--- config.mk ---
export PLATFORM = sky130hd
export DESIGN_NAME = adc_result_and_clock_control
export DESIGN_NICKNAME = d
export VERILOG_FILES = /design/src/hdl/adc_result_and_clock_control.v
export VERILOG_INCLUDE_DIRS = /design/src /design/src/hdl
export SDC_FILE = /design/constraint.sdc
export NUM_CORES = 1
export LEC_CHECK = 0
export BUFFER_PORTS_ARGS = -buffer_cell sky130_fd_sc_hd__clkbuf_2
export CAP_MARGIN = 10
export CORE_UTILIZATION = 45
export CTS_BUF_LIST = sky130_fd_sc_hd__clkbuf_4 sky130_fd_sc_hd__clkbuf_8
export DETAILED_ROUTE_END_ITERATION = 10
export PLACE_DENSITY = 0.74
export SYNTH_ARGS = -nofsm -noshare
export SYNTH_HDL_FRONTEND = slang
export SYNTH_SLANG_ARGS = --single-unit
--- constraint.sdc ---
create_clock -name clk_sys -period 1.1 [get_ports clk_sys]
set_input_delay 0.33 -clock clk_sys [delete_from_list [all_inputs] [get_ports clk_sys]]
set_output_delay 0.33 -clock clk_sys [all_outputs]
set_load 0.01 [all_outputs]
--- src/hdl/adc_result_defs.vh ---
// Constants for the converter result formatting and clock control block.
// What this block does
// - Left-justified mode puts result bits 9..2 in the high result register.
// - Right-justified mode puts result bits 9..8 in high bits 1..0, other bits read zero.
// - Left-justified mode puts result bits 1..0 in low bits 7..6, other bits read zero.
// - Right-justified mode puts result bits 7..0 in the low result register.
// - Truncation mode puts result bits 9..2 in the low register with no read interlock.
// - In justified modes a high read freezes the low register until it is read.
// - Each finished conversion updates the result registers unless they are frozen.
// - The prescale field divides the input clock by 1, 2, 4, 8, or 16 when bit 2 is set.
// - Source select 1 picks the bus clock, 0 the crystal clock, and reset clears it.
// - The 2-bit format field picks truncation, right, left or left signed; reset is right.
// - Left signed mode is left-justified with the top result bit inverted.
// - With interrupts disabled, a result register read clears the complete flag.
`ifndef ADC_RESULT_DEFS_VH
`define ADC_RESULT_DEFS_VH

// Register byte addresses on the Avalon-MM slave.
`define ADDR_RESULT_HIGH      4'h0
`define ADDR_RESULT_LOW       4'h4
`define ADDR_CLOCK_FORMAT     4'h8
`define ADDR_STATUS           4'hC

// Field positions in converter_clock_and_format.
`define PRESCALE_MSB          7
`define PRESCALE_LSB          5
`define SOURCE_BIT            4
`define MODE_MSB              3
`define MODE_LSB              2

// Reset value: prescale /1, crystal source, right-justified.
`define CLOCK_FORMAT_RESET    8'h04

// Justification encodings.
`define MODE_TRUNCATE         2'h0
`define MODE_RIGHT            2'h1
`define MODE_LEFT             2'h2
`define MODE_LEFT_SIGNED      2'h3

// Status register fields.
`define STATUS_COMPLETE_BIT   0
`define STATUS_FROZEN_BIT     1

`endif

--- src/hdl/adc_result_and_clock_control.v ---
// Result formatting, read interlock and converter clock prescaler with an Avalon-MM slave.
//
// The placing of the registers and register access over Avalon-MM are this design's own decisions.
`timescale 1ns/1ps
`include "adc_result_defs.vh"

module adc_result_and_clock_control (
    input  wire        clk_sys,
    input  wire        reset_n,
    input  wire [3:0]  avs_address,
    input  wire        avs_read,
    input  wire        avs_write,
    input  wire [31:0] avs_writedata,
    output wire        avs_waitrequest,
    output wire [31:0] avs_readdata,
    input  wire        crystal_derived_clock,
    input  wire        conv_done,
    input  wire [9:0]  conv_result,
    input  wire        interrupts_enabled,
    output wire        converter_clk_en,
    output wire        conversion_complete_flag
);

    reg  [7:0]  result_high_byte_reg;
    reg  [7:0]  result_low_byte_reg;
    reg  [7:0]  clock_format_reg;
    reg         complete_reg;
    reg         frozen_reg;
    reg         ack_reg;
    reg  [31:0] readdata_reg;
    reg         xtal_meta_reg;
    reg         xtal_sync_reg;
    reg         xtal_last_reg;
    reg  [3:0]  prescale_count_reg;
    reg  [3:0]  prescale_count_next;
    reg         clk_en_reg;
    reg  [7:0]  high_next;
    reg  [7:0]  low_next;

    wire [2:0]  prescale_select;
    wire        clock_source_select;
    wire [1:0]  justification_select;
    wire        access_done;
    wire        read_high;
    wire        read_low;
    wire        write_clock;
    wire        source_tick;
    wire        take_result;
    wire        result_read;

    assign prescale_select      = clock_format_reg[`PRESCALE_MSB:`PRESCALE_LSB];
    assign clock_source_select  = clock_format_reg[`SOURCE_BIT];
    assign justification_select = clock_format_reg[`MODE_MSB:`MODE_LSB];

    // Terminal count mask for the prescaler; any value with bit 2 set divides by 16.
    function [3:0] divide_mask;
        input [2:0] sel;
        begin
            case (sel)
                3'h0:    divide_mask = 4'h0;
                3'h1:    divide_mask = 4'h1;
                3'h2:    divide_mask = 4'h3;
                3'h3:    divide_mask = 4'h7;
                default: divide_mask = 4'hF;
            endcase
        end
    endfunction

    // Every access costs one wait state; the answer and its side effects land together.
    assign avs_waitrequest = (avs_read | avs_write) & ~ack_reg;
    assign access_done     = (avs_read | avs_write) & ack_reg;
    assign read_high       = access_done & avs_read & (avs_address == `ADDR_RESULT_HIGH);
    assign read_low        = access_done & avs_read & (avs_address == `ADDR_RESULT_LOW);
    assign write_clock     = access_done & avs_write & (avs_address == `ADDR_CLOCK_FORMAT);
    assign result_read     = read_high | read_low;
    assign avs_readdata    = readdata_reg;

    // Acknowledge pulses one cycle after a request is seen, then drops so requests can follow.
    always @(posedge clk_sys or negedge reset_n) begin
        if (!reset_n) begin
            ack_reg <= 1'b0;
        end else begin
            ack_reg <= (avs_read | avs_write) & ~ack_reg;
        end
    end

    // Read data is captured on the first cycle so it is stable when waitrequest drops.
    always @(posedge clk_sys or negedge reset_n) begin
        if (!reset_n) begin
            readdata_reg <= 32'h0000_0000;
        end else if (avs_read && !ack_reg) begin
            case (avs_address)
                `ADDR_RESULT_HIGH:  readdata_reg <= {24'h00_0000, result_high_byte_reg};
                `ADDR_RESULT_LOW:   readdata_reg <= {24'h00_0000, result_low_byte_reg};
                `ADDR_CLOCK_FORMAT: readdata_reg <= {24'h00_0000, clock_format_reg};
                `ADDR_STATUS:       readdata_reg <= {30'h0000_0000, frozen_reg, complete_reg};
                default:            readdata_reg <= 32'h0000_0000; // Unmapped reads zero.
            endcase
        end
    end

    // Control register; the low two bits are reserved and read as zero.
    always @(posedge clk_sys or negedge reset_n) begin
        if (!reset_n) begin
            clock_format_reg <= `CLOCK_FORMAT_RESET;
        end else if (write_clock) begin
            clock_format_reg <= {avs_writedata[7:2], 2'b00};
        end
    end

    // Format the incoming result; mode is sampled only when a conversion finishes.
    always @* begin
        high_next = 8'h00;
        low_next  = 8'h00;
        case (justification_select)
            `MODE_TRUNCATE: begin
                low_next = conv_result[9:2];
            end
            `MODE_RIGHT: begin
                high_next = {6'h00, conv_result[9:8]};
                low_next  = conv_result[7:0];
            end
            `MODE_LEFT: begin
                high_next = conv_result[9:2];
                low_next  = {conv_result[1:0], 6'h00};
            end
            default: begin
                high_next = {~conv_result[9], conv_result[8:2]};
                low_next  = {conv_result[1:0], 6'h00};
            end
        endcase
    end

    // A frozen pair drops new results; truncation mode never honours the freeze.
    assign take_result = conv_done &
                         (~frozen_reg | (justification_select == `MODE_TRUNCATE));

    // Result registers hold what was latched, so later mode writes cannot disturb them.
    always @(posedge clk_sys or negedge reset_n) begin
        if (!reset_n) begin
            result_high_byte_reg <= 8'h00;
            result_low_byte_reg  <= 8'h00;
        end else if (take_result) begin
            result_high_byte_reg <= high_next;
            result_low_byte_reg  <= low_next;
        end
    end

    // High read arms the interlock in justified modes; low read releases it.
    always @(posedge clk_sys or negedge reset_n) begin
        if (!reset_n) begin
            frozen_reg <= 1'b0;
        end else if (read_low) begin
            frozen_reg <= 1'b0;
        end else if (read_high && justification_select != `MODE_TRUNCATE) begin
            frozen_reg <= 1'b1;
        end
    end

    // Completion flag; a result taken into the registers wins over a clearing read in the same cycle.
    always @(posedge clk_sys or negedge reset_n) begin
        if (!reset_n) begin
            complete_reg <= 1'b0;
        end else if (take_result) begin
            complete_reg <= 1'b1;
        end else if (result_read && !interrupts_enabled) begin
            complete_reg <= 1'b0;
        end
    end

    assign conversion_complete_flag = complete_reg;

    // The crystal clock is asynchronous, so it is synchronised before edge detection.
    always @(posedge clk_sys or negedge reset_n) begin
        if (!reset_n) begin
            xtal_meta_reg <= 1'b0;
            xtal_sync_reg <= 1'b0;
            xtal_last_reg <= 1'b0;
        end else begin
            xtal_meta_reg <= crystal_derived_clock;
            xtal_sync_reg <= xtal_meta_reg;
            xtal_last_reg <= xtal_sync_reg;
        end
    end

    // Source tick: every bus cycle, or each crystal rising edge; the crystal must run well
    // below half the bus rate for edges to be seen.
    assign source_tick = clock_source_select ? 1'b1 : (xtal_sync_reg & ~xtal_last_reg);

    // Prescaler counter restarts on a clock-setting write so the new ratio starts cleanly.
    always @* begin
        prescale_count_next = prescale_count_reg;
        if (write_clock) begin
            prescale_count_next = 4'h0;
        end else if (source_tick) begin
            if ((prescale_count_reg & divide_mask(prescale_select)) ==
                divide_mask(prescale_select)) begin
                prescale_count_next = 4'h0;
            end else begin
                prescale_count_next = prescale_count_reg + 4'h1;
            end
        end
    end

    // The converter clock leaves as a one-cycle enable pulse on each terminal count.
    always @(posedge clk_sys or negedge reset_n) begin
        if (!reset_n) begin
            prescale_count_reg <= 4'h0;
            clk_en_reg         <= 1'b0;
        end else begin
            prescale_count_reg <= prescale_count_next;
            clk_en_reg         <= ~write_clock & source_tick &
                                  ((prescale_count_reg & divide_mask(prescale_select)) ==
                                   divide_mask(prescale_select));
        end
    end

    assign converter_clk_en = clk_en_reg;

endmodule // adc_result_and_clock_control

Word level (Yosys, flattened, before mapping)
Index checks and enable logic that the tools add are counted.
- add/sub/neg operators: 1
- reductions and logical operators: 12
- mux-type cells: 14
- bitwise operators: 21
- equality and inequality tests: 10
- operators with widths (operator ; number):
    case mux 8 bit (4 select lines) ; 1
    case mux 8 bit (3 select lines) ; 1
    two-way mux 4 bit ; 5
    case mux 4 bit (4 select lines) ; 1
    case mux 8 bit (2 select lines) ; 1
    bitwise AND 1 bit ; 11
    bitwise AND 4 bit ; 2
    equality test 4 bit ; 2
    equality test 4 bit (second input constant) ; 2
    nonzero test 2 bit ; 4
    equality test 3 x 2 -> 1 bit (second input constant) ; 2
    two-way mux 1 bit ; 5
    inverter 1 bit ; 5
    adder 4 x 1 -> 4 bit (second input constant) ; 1
    equality test 4 x 3 -> 1 bit (second input constant) ; 1
    logical NOT 4 bit ; 1
    equality test 3 x 1 -> 1 bit (second input constant) ; 1
    logical AND 1 bit ; 3
    logical NOT 3 bit ; 1
    bitwise OR 1 bit ; 3
    equality test 2 x 1 -> 1 bit (second input constant) ; 1
    equality test 2 bit (second input constant) ; 1
    logical NOT 1 bit ; 2
    logical NOT 2 bit ; 1
- flip-flop bits (word level): 65
- input port bits: 53

Depth between registers and ports, before layout
Gate-level depths: netlist of run 1.
- depth in word-level cells: 10
- mapped depth: 5

Worst setup path after synthesis of run 1
Ideal clock, no wire load.
- path type: input -> register
- start point: input port avs_address[1]
- end point: register clock_format_reg[3]
- arrival: 1165 ps
- cell stages on the path: 5
- buffers on the path: 1
- required time: 973 ps
- setup slack: -193 ps
- path through: nor2_1 nand2_1 nor3_2 buf_6 mux2_1
- longest elaborated chain between the ends: 2
- RTL lines (element ; RTL line ; source):
    start: declaration ; adc_result_and_clock_control.v:10 ; input wire [3:0] avs_address,
    equality test 4 bit ; n/a ;
    bitwise AND 1 bit ; adc_result_and_clock_control.v:74 ; assign write_clock = access_done & avs_write & (avs_address == `ADDR_CLOCK_FORMAT);
    end signal: assignment ; adc_result_and_clock_control.v:105 ; clock_format_reg <= `CLOCK_FORMAT_RESET;
    end signal: assignment ; adc_result_and_clock_control.v:107 ; clock_format_reg <= {avs_writedata[7:2], 2'b00};
    end: declaration ; adc_result_and_clock_control.v:26 ; reg [7:0] clock_format_reg;
Every way passes these cells.
A chain may end at the register's enable or synchronous reset.

Final worst setup path of run 1
- start point: register clock_format_reg[2]
- end point: register result_low_byte_reg[5]
- longest elaborated chain between the ends: 3
- elaborated cells on any way between the ends: 5
- RTL lines (element ; RTL line ; source):
    logical NOT 2 bit ; adc_result_and_clock_control.v:115 ; case (justification_select)
    bitwise OR 1 bit ; adc_result_and_clock_control.v:136 ; (~frozen_reg | (justification_select == `MODE_TRUNCATE));
    bitwise AND 1 bit ; adc_result_and_clock_control.v:135 ; assign take_result = conv_done &
    end signal: assignment ; adc_result_and_clock_control.v:145 ; result_low_byte_reg <= low_next;
    end: declaration ; adc_result_and_clock_control.v:25 ; reg [7:0] result_low_byte_reg;
Several ways; a longest one is shown, not always the timed one.

==> results.cfg, run 1 <==
[run_status]
status = complete, but fails checks
violations = negative hold slack, negative setup slack

[cts]
cts_tree = yes
cts_made_buffers = 5
cts-htree-levels = 2
cts_root_buf = clkbuf_8
clk-insertion-delay-late_ps = 290
clk_pin_slew_worst_paths_ps = 80
clock_path_buffers = 2
cts_hold_buf = 0
clock_sinks = 41

[timing]
setup_ws_ps = -231
fin_hold_ws_ps = -8.47
rsz0062_at_grt = yes
skew_ps = 2.50
finalCriticalPeriod_ps = 1330
final-max-slew-violation-count = 0
setup_tns_ps = -5550
max_freq_mhz = 751
setup-violations-final = 48
finalCritPeriodShare = 1.21
hold_viol = 3

[global_route]
grt_overflow = 0
grt_pass1_vias = 1594
grt_max_degree = 42
antenna_found_initial = 0
grt_usage = 0.192
grt_pass1_wl_um = 7580

[placement]
dpl.hpwl_um = 3220
io_buffers = 37
post_dp_cell_area_mm2 = 0.00251
gp_congestion = 0.798
pre_cts_ws_ps = -335

[critical_path]
cp_num_buf_inv = 2
critical_path_required_ps = 1300
critPathSlowestCell = dfstp_2
ff2ff_path_depth = 6
slowest_delay_ps = 550
crit_chain = buf_6 > o21ai_4 > nand2_4 > clkbuf_16 > nand2_4 > o31ai_2
critPathArrivalTime_ps = 1530
r2r-end = result_low_byte_reg[5]
start_kind = flip-flop
startpoint = clock_format_reg[2]
crit_path_frequent_cell = nand2_4
r2r_setup_slack_ps = -230
crit_type = reg2reg
cpLargestDelayFamily = flip-flops
crit_fanout = 8
cp-end-kind = flip-flop
regToRegStartpoint = clock_format_reg[2]

[finish]
layout.cells.most_common_list = 38 x dfrtp_1, 35 x clkbuf_2, 34 x buf_4
fill_cells = 308
drive_gt1_frac = 0.524
final_common_cell = dfrtp_1
diodes = 0
finalInstanceArea_mm2 = 0.00316
fin_nets = 347
synthToLayoutAreaGrowth_pct = 44.9

[power_and_ir_drop]
sw_frac_of_total = 0.344
peakVddDrop_mv = 0.929
p_int_uw = 3460
leakagePower_uw = 0.00155
comb_power_share = 0.391
p_sw_uw = 1810
clock_power_share = 0.207
power_density_mw_per_mm2 = 1670
seqPwrFrac = 0.402

[synthesis]
syn_area_per_cell_um2 = 10.2
synth_edf_count = 0
synth_area_leader_cell = dfrtp_1
yosys.area.top_type_share = 0.459
synth_cell_types = 36
ys_warn_count = 0
synth_area_mm2 = 0.00218
async_flop_share = 1.00
ys_top_cells_by_area = dfrtp_1 46%, buf_4 8.6%, mux2i_1 6.4%
synth_seq_cells = 41
syn_inst = 213
ys.flop_type = dfrtp_1
synth-seq-area-share = 0.471

[routing]
vias = 1856
postRouteAntennaNets = 0
viasPerCell = 5.36
drtIter0Drc = 102
wl_um = 5780
firstDrtPassIters = 4
post_drt_wl_per_cell_um = 16.7
drc = 0

[floorplanning]
fp.coreArea_mm2 = 0.00450
initial_core_util = 0.484
die_area_mm2 = 0.00513
ios = 88
rows = 24
fp.dieW_um = 71.6
die_height_um = 71.6

[hold_path]
holdCritPathClass = in2async

[flow_run]
maxCapViolations = 0
-- Yosys cell counts (4+ instances only) --
cell type and instances:
nor2_1 8, dfrtp_1 40, buf_4 25, nor2b_1 4, a22o_1 10, o31ai_1 6
o21ai_0 17, buf_2 7, a21oi_1 6, o211ai_1 4, nand2_1 34, mux2_1 5
mux2i_1 14
-- metal layers --
metal  up-vias  routed length (um)  part of all wire  GRT usage
met1       912                2410              0.42      0.268
li1        856                   -                 -          -
met3        14                 288             0.050     0.0323
met5         -                   0                 0          0
met2        74                2900              0.50      0.309
met4         0                 185             0.032     0.0588
-- logic make-up (layout without fill, tap and decap cells) --
logic type / after synthesis / in the layout / share of synthesized area
AND/OR/NAND/NOR: 58 / 58 / 0.126
AO/OA/AOI/OAI: 52 / 52 / 0.166
flip-flops: 41 / 41 / 0.471
buffers and inverters: 37 / 95 / 0.118
multiplexers: 22 / 22 / 0.107
adder cells (fa/ha/maj): 1 / 1 / 0.00574
other: 1 / 24 / 0.00172
XOR/XNOR: 1 / 1 / 0.00402
-- power groups by stage --
stage / Clock, uW / Sequential (uW) / Combinational [uW]
after floorplan: 0 / 2030 / 935
after global placement: 0 / 2090 / 1220
after detailed placement: 0 / 2100 / 1270
after CTS: 1080 / 2060 / 1520
after global routing: 1160 / 2150 / 2200
final: 1090 / 2120 / 2060
-- worst max-delay path by stage --
stage / to / cells past startpoint / slack [ps]
global route: result_low_byte_reg[7] / 5 / -280
floorplan: clock_format_reg[3] / 5 / -180
finish: result_low_byte_reg[5] / 6 / -230
global placement: clock_format_reg[3] / 6 / -330
detailed placement: clock_format_reg[6] / 6 / -340
CTS: avs_waitrequest / 2 / -200
-- stage by stage --
stage / utilization / total power [uW] / instances
after floorplan: - / 2970 / 236
after global placement: 0.557 / 3310 / 313
after detailed placement: 0.557 / 3370 / 313
after CTS: 0.617 / 4660 / 335
after global routing: 0.701 / 5510 / 346
final: 0.701 / 5270 / 346
-- timing repair --
item                       4_1_cts  5_1_grt
setup endpoints to repair       48       48
setup buffers                   15        7
gates cloned                     0        4
resized for setup               30       56
pin swaps                       12       20
-- final cells by class --
class | count | area (um2) | share of cell area
Clock buffer | 8 | 97.6 | 0.0309
Inverter | 3 | 11.3 | 0.00357
Multi-Input combinational cell | 158 | 1300 | 0.411
Sequential cell | 41 | 1030 | 0.326
Tap cell | 52 | 65.1 | 0.0206
Timing Repair Buffer | 84 | 656 | 0.208
Power figures use the tool's default switching activity.
==> inputs of run 2 (changes only) <==
RECOVER_POWER = 25   (was unset)
==> run 2 against run 1 <==
The run ends with negative setup slack left; largest cell class unchanged; highest routed layer unchanged; flip-flop and latch count did not move; global-route usage did not move; sequential power barely moved; cell area fell by 0.48%; critical endpoint is now result_low_byte_reg[7]; non-clock buffer count did not move; count of clock-buffer cells in the layout did not move; largest power group unchanged.
==> results.cfg, run 2 (synthesis results as in run 1) <==
[finish]
fin_nets = 347
diodes = 0
drive_gt1_frac = 0.524
final_common_cell = dfrtp_1
synthToLayoutAreaGrowth_pct = 44.2
fin_util = 0.698
layout.cells.most_common_list = 38 x dfrtp_1, 36 x clkbuf_2, 34 x buf_4
fill_cells = 310
fin_cells = 346

[cts]
cts_made_buffers = 5
cts_tree = yes
cts_root_buf = clkbuf_8
cts-htree-levels = 2
clock_sinks = 41
clk_pin_slew_worst_paths_ps = 80
cts_hold_buf = 0
clk-insertion-delay-late_ps = 290
clock_path_buffers = 2

[global_route]
antenna_found_initial = 0
grt_pass1_wl_um = 7580
grt_usage = 0.192
grt_max_degree = 42
grt_overflow = 0
grt_pass1_vias = 1594

[routing]
drc = 0
firstDrtPassIters = 4
wl_um = 5770
vias = 1854
viasPerCell = 5.36
post_drt_wl_per_cell_um = 16.7
drtIter0Drc = 102
postRouteAntennaNets = 0

[run_status]
violations = negative setup slack
status = complete, but fails checks

[critical_path]
r2r_setup_slack_ps = -230
crit_fanout = 6
crit_type = reg2reg
r2r-end = result_low_byte_reg[7]
critPathSlowestCell = dfstp_2
ff2ff_path_depth = 5
critical_path_required_ps = 1290
crit_chain = buf_6 > mux2i_1 > nor2_1 > a21oi_1 > o21ai_1
cp-end-kind = flip-flop
regToRegStartpoint = clock_format_reg[2]
slowest_delay_ps = 550
start_kind = flip-flop
critPathArrivalTime_ps = 1520

[timing]
hold_viol = 0
setup_ws_ps = -234
max_freq_mhz = 750
worst_pin_slew_ps = 1010
slew_headroom = 0.329
finalCriticalPeriod_ps = 1330
setup-violations-final = 48
final-max-slew-violation-count = 0
rsz0062_at_grt = yes
skew_ps = 2.85
finalCritPeriodShare = 1.21

[floorplanning]
fp.coreArea_mm2 = 0.00450
fp.dieW_um = 71.6
die_area_mm2 = 0.00513
ios = 88
rows = 24
initial_core_util = 0.484
die_height_um = 71.6

[placement]
dpl.hpwl_um = 3220
io_buffers = 37
gp_congestion = 0.798
dpl.cell_count = 313

[hold_path]
holdPathEnd = xtal_meta_reg
whs_path_depth = 1
hp-start = crystal_derived_clock
holdCritPathClass = in2reg

[power_and_ir_drop]
peakVddDrop_mv = 0.928
leakagePower_uw = 0.00155
power_density_mw_per_mm2 = 1670

[flow_run]
maxCapViolations = 0
==> run 2: cell count changes in the layout (fill, tap and decap cells not counted) <==
cell      previous run  this run
clkbuf_2            35        36
buf_12               2         1
==> run 2: stage by stage <==
step / setup TNS [ps] / cell area [um2] / hold WS (ps) / total power [uW] / worst slack (ps)
6_report: -5580 / 3140 / 134 / 5260 / -234
2_1_floorplan: -1030 / 2350 / 34.4 / 2970 / -179
4_1_cts: -3630 / 2780 / 3.38 / 4660 / -203
3_5_place_dp: -8410 / 2510 / 323 / 3370 / -335
5_1_grt: -8020 / 3140 / 128 / 5500 / -283
3_3_place_gp: -8210 / 2510 / 320 / 3310 / -326
==> run 2: how the worst max path moves through the flow <==
stage / start / to / slack [ps]
2_1_floorplan: avs_address[1] / clock_format_reg[3] / -180
3_3_place_gp: avs_address[1] / clock_format_reg[3] / -330
3_5_place_dp: avs_address[1] / clock_format_reg[6] / -340
4_1_cts: ack_reg / avs_waitrequest / -200
5_1_grt: clock_format_reg[2] / result_low_byte_reg[7] / -280
6_report: clock_format_reg[2] / result_low_byte_reg[7] / -230
==> run 2: worst max-delay path, delay by kind of cell (launching register included) <==
kind            cells  cell delay, ps
buf+inv             1             150
simple gates        1              60
mux                 1             230
flops               1             550
compound gates      2             230
==> run 2: area by class of cell <==
class	count	area, um2	share of cell area
Clock buffer	8	97.6	0.0311
Inverter	3	11.3	0.00358
Multi-Input combinational cell	158	1300	0.413
Sequential cell	41	1030	0.328
Tap cell	52	65.1	0.0207
Timing Repair Buffer	84	641	0.204
==> run 2: metal layers <==
metal / GRT usage / routed length, um / vias to the layer above
li1: - / - / 855
met1: 0.268 / 2440 / 921
met2: 0.309 / 2930 / 67
met3: 0.0323 / 247 / 11
met4: 0.0588 / 157 / 0
met5: 0 / 0 / -
==> run 2: power breakdown <==
group	internal [uW]	switching, uW	total (uW)
clock	562	530	1090
sequential	1810	305	2120
combinational	1080	976	2050
==> run 2: what timing repair did <==
item	CTS	global route
endpoints found under the setup margin	48	48
gates resized for setup	30	56
pin swaps	12	20
cloned	0	4
endpoints found under the hold margin	0	0
setup buffers	15	7
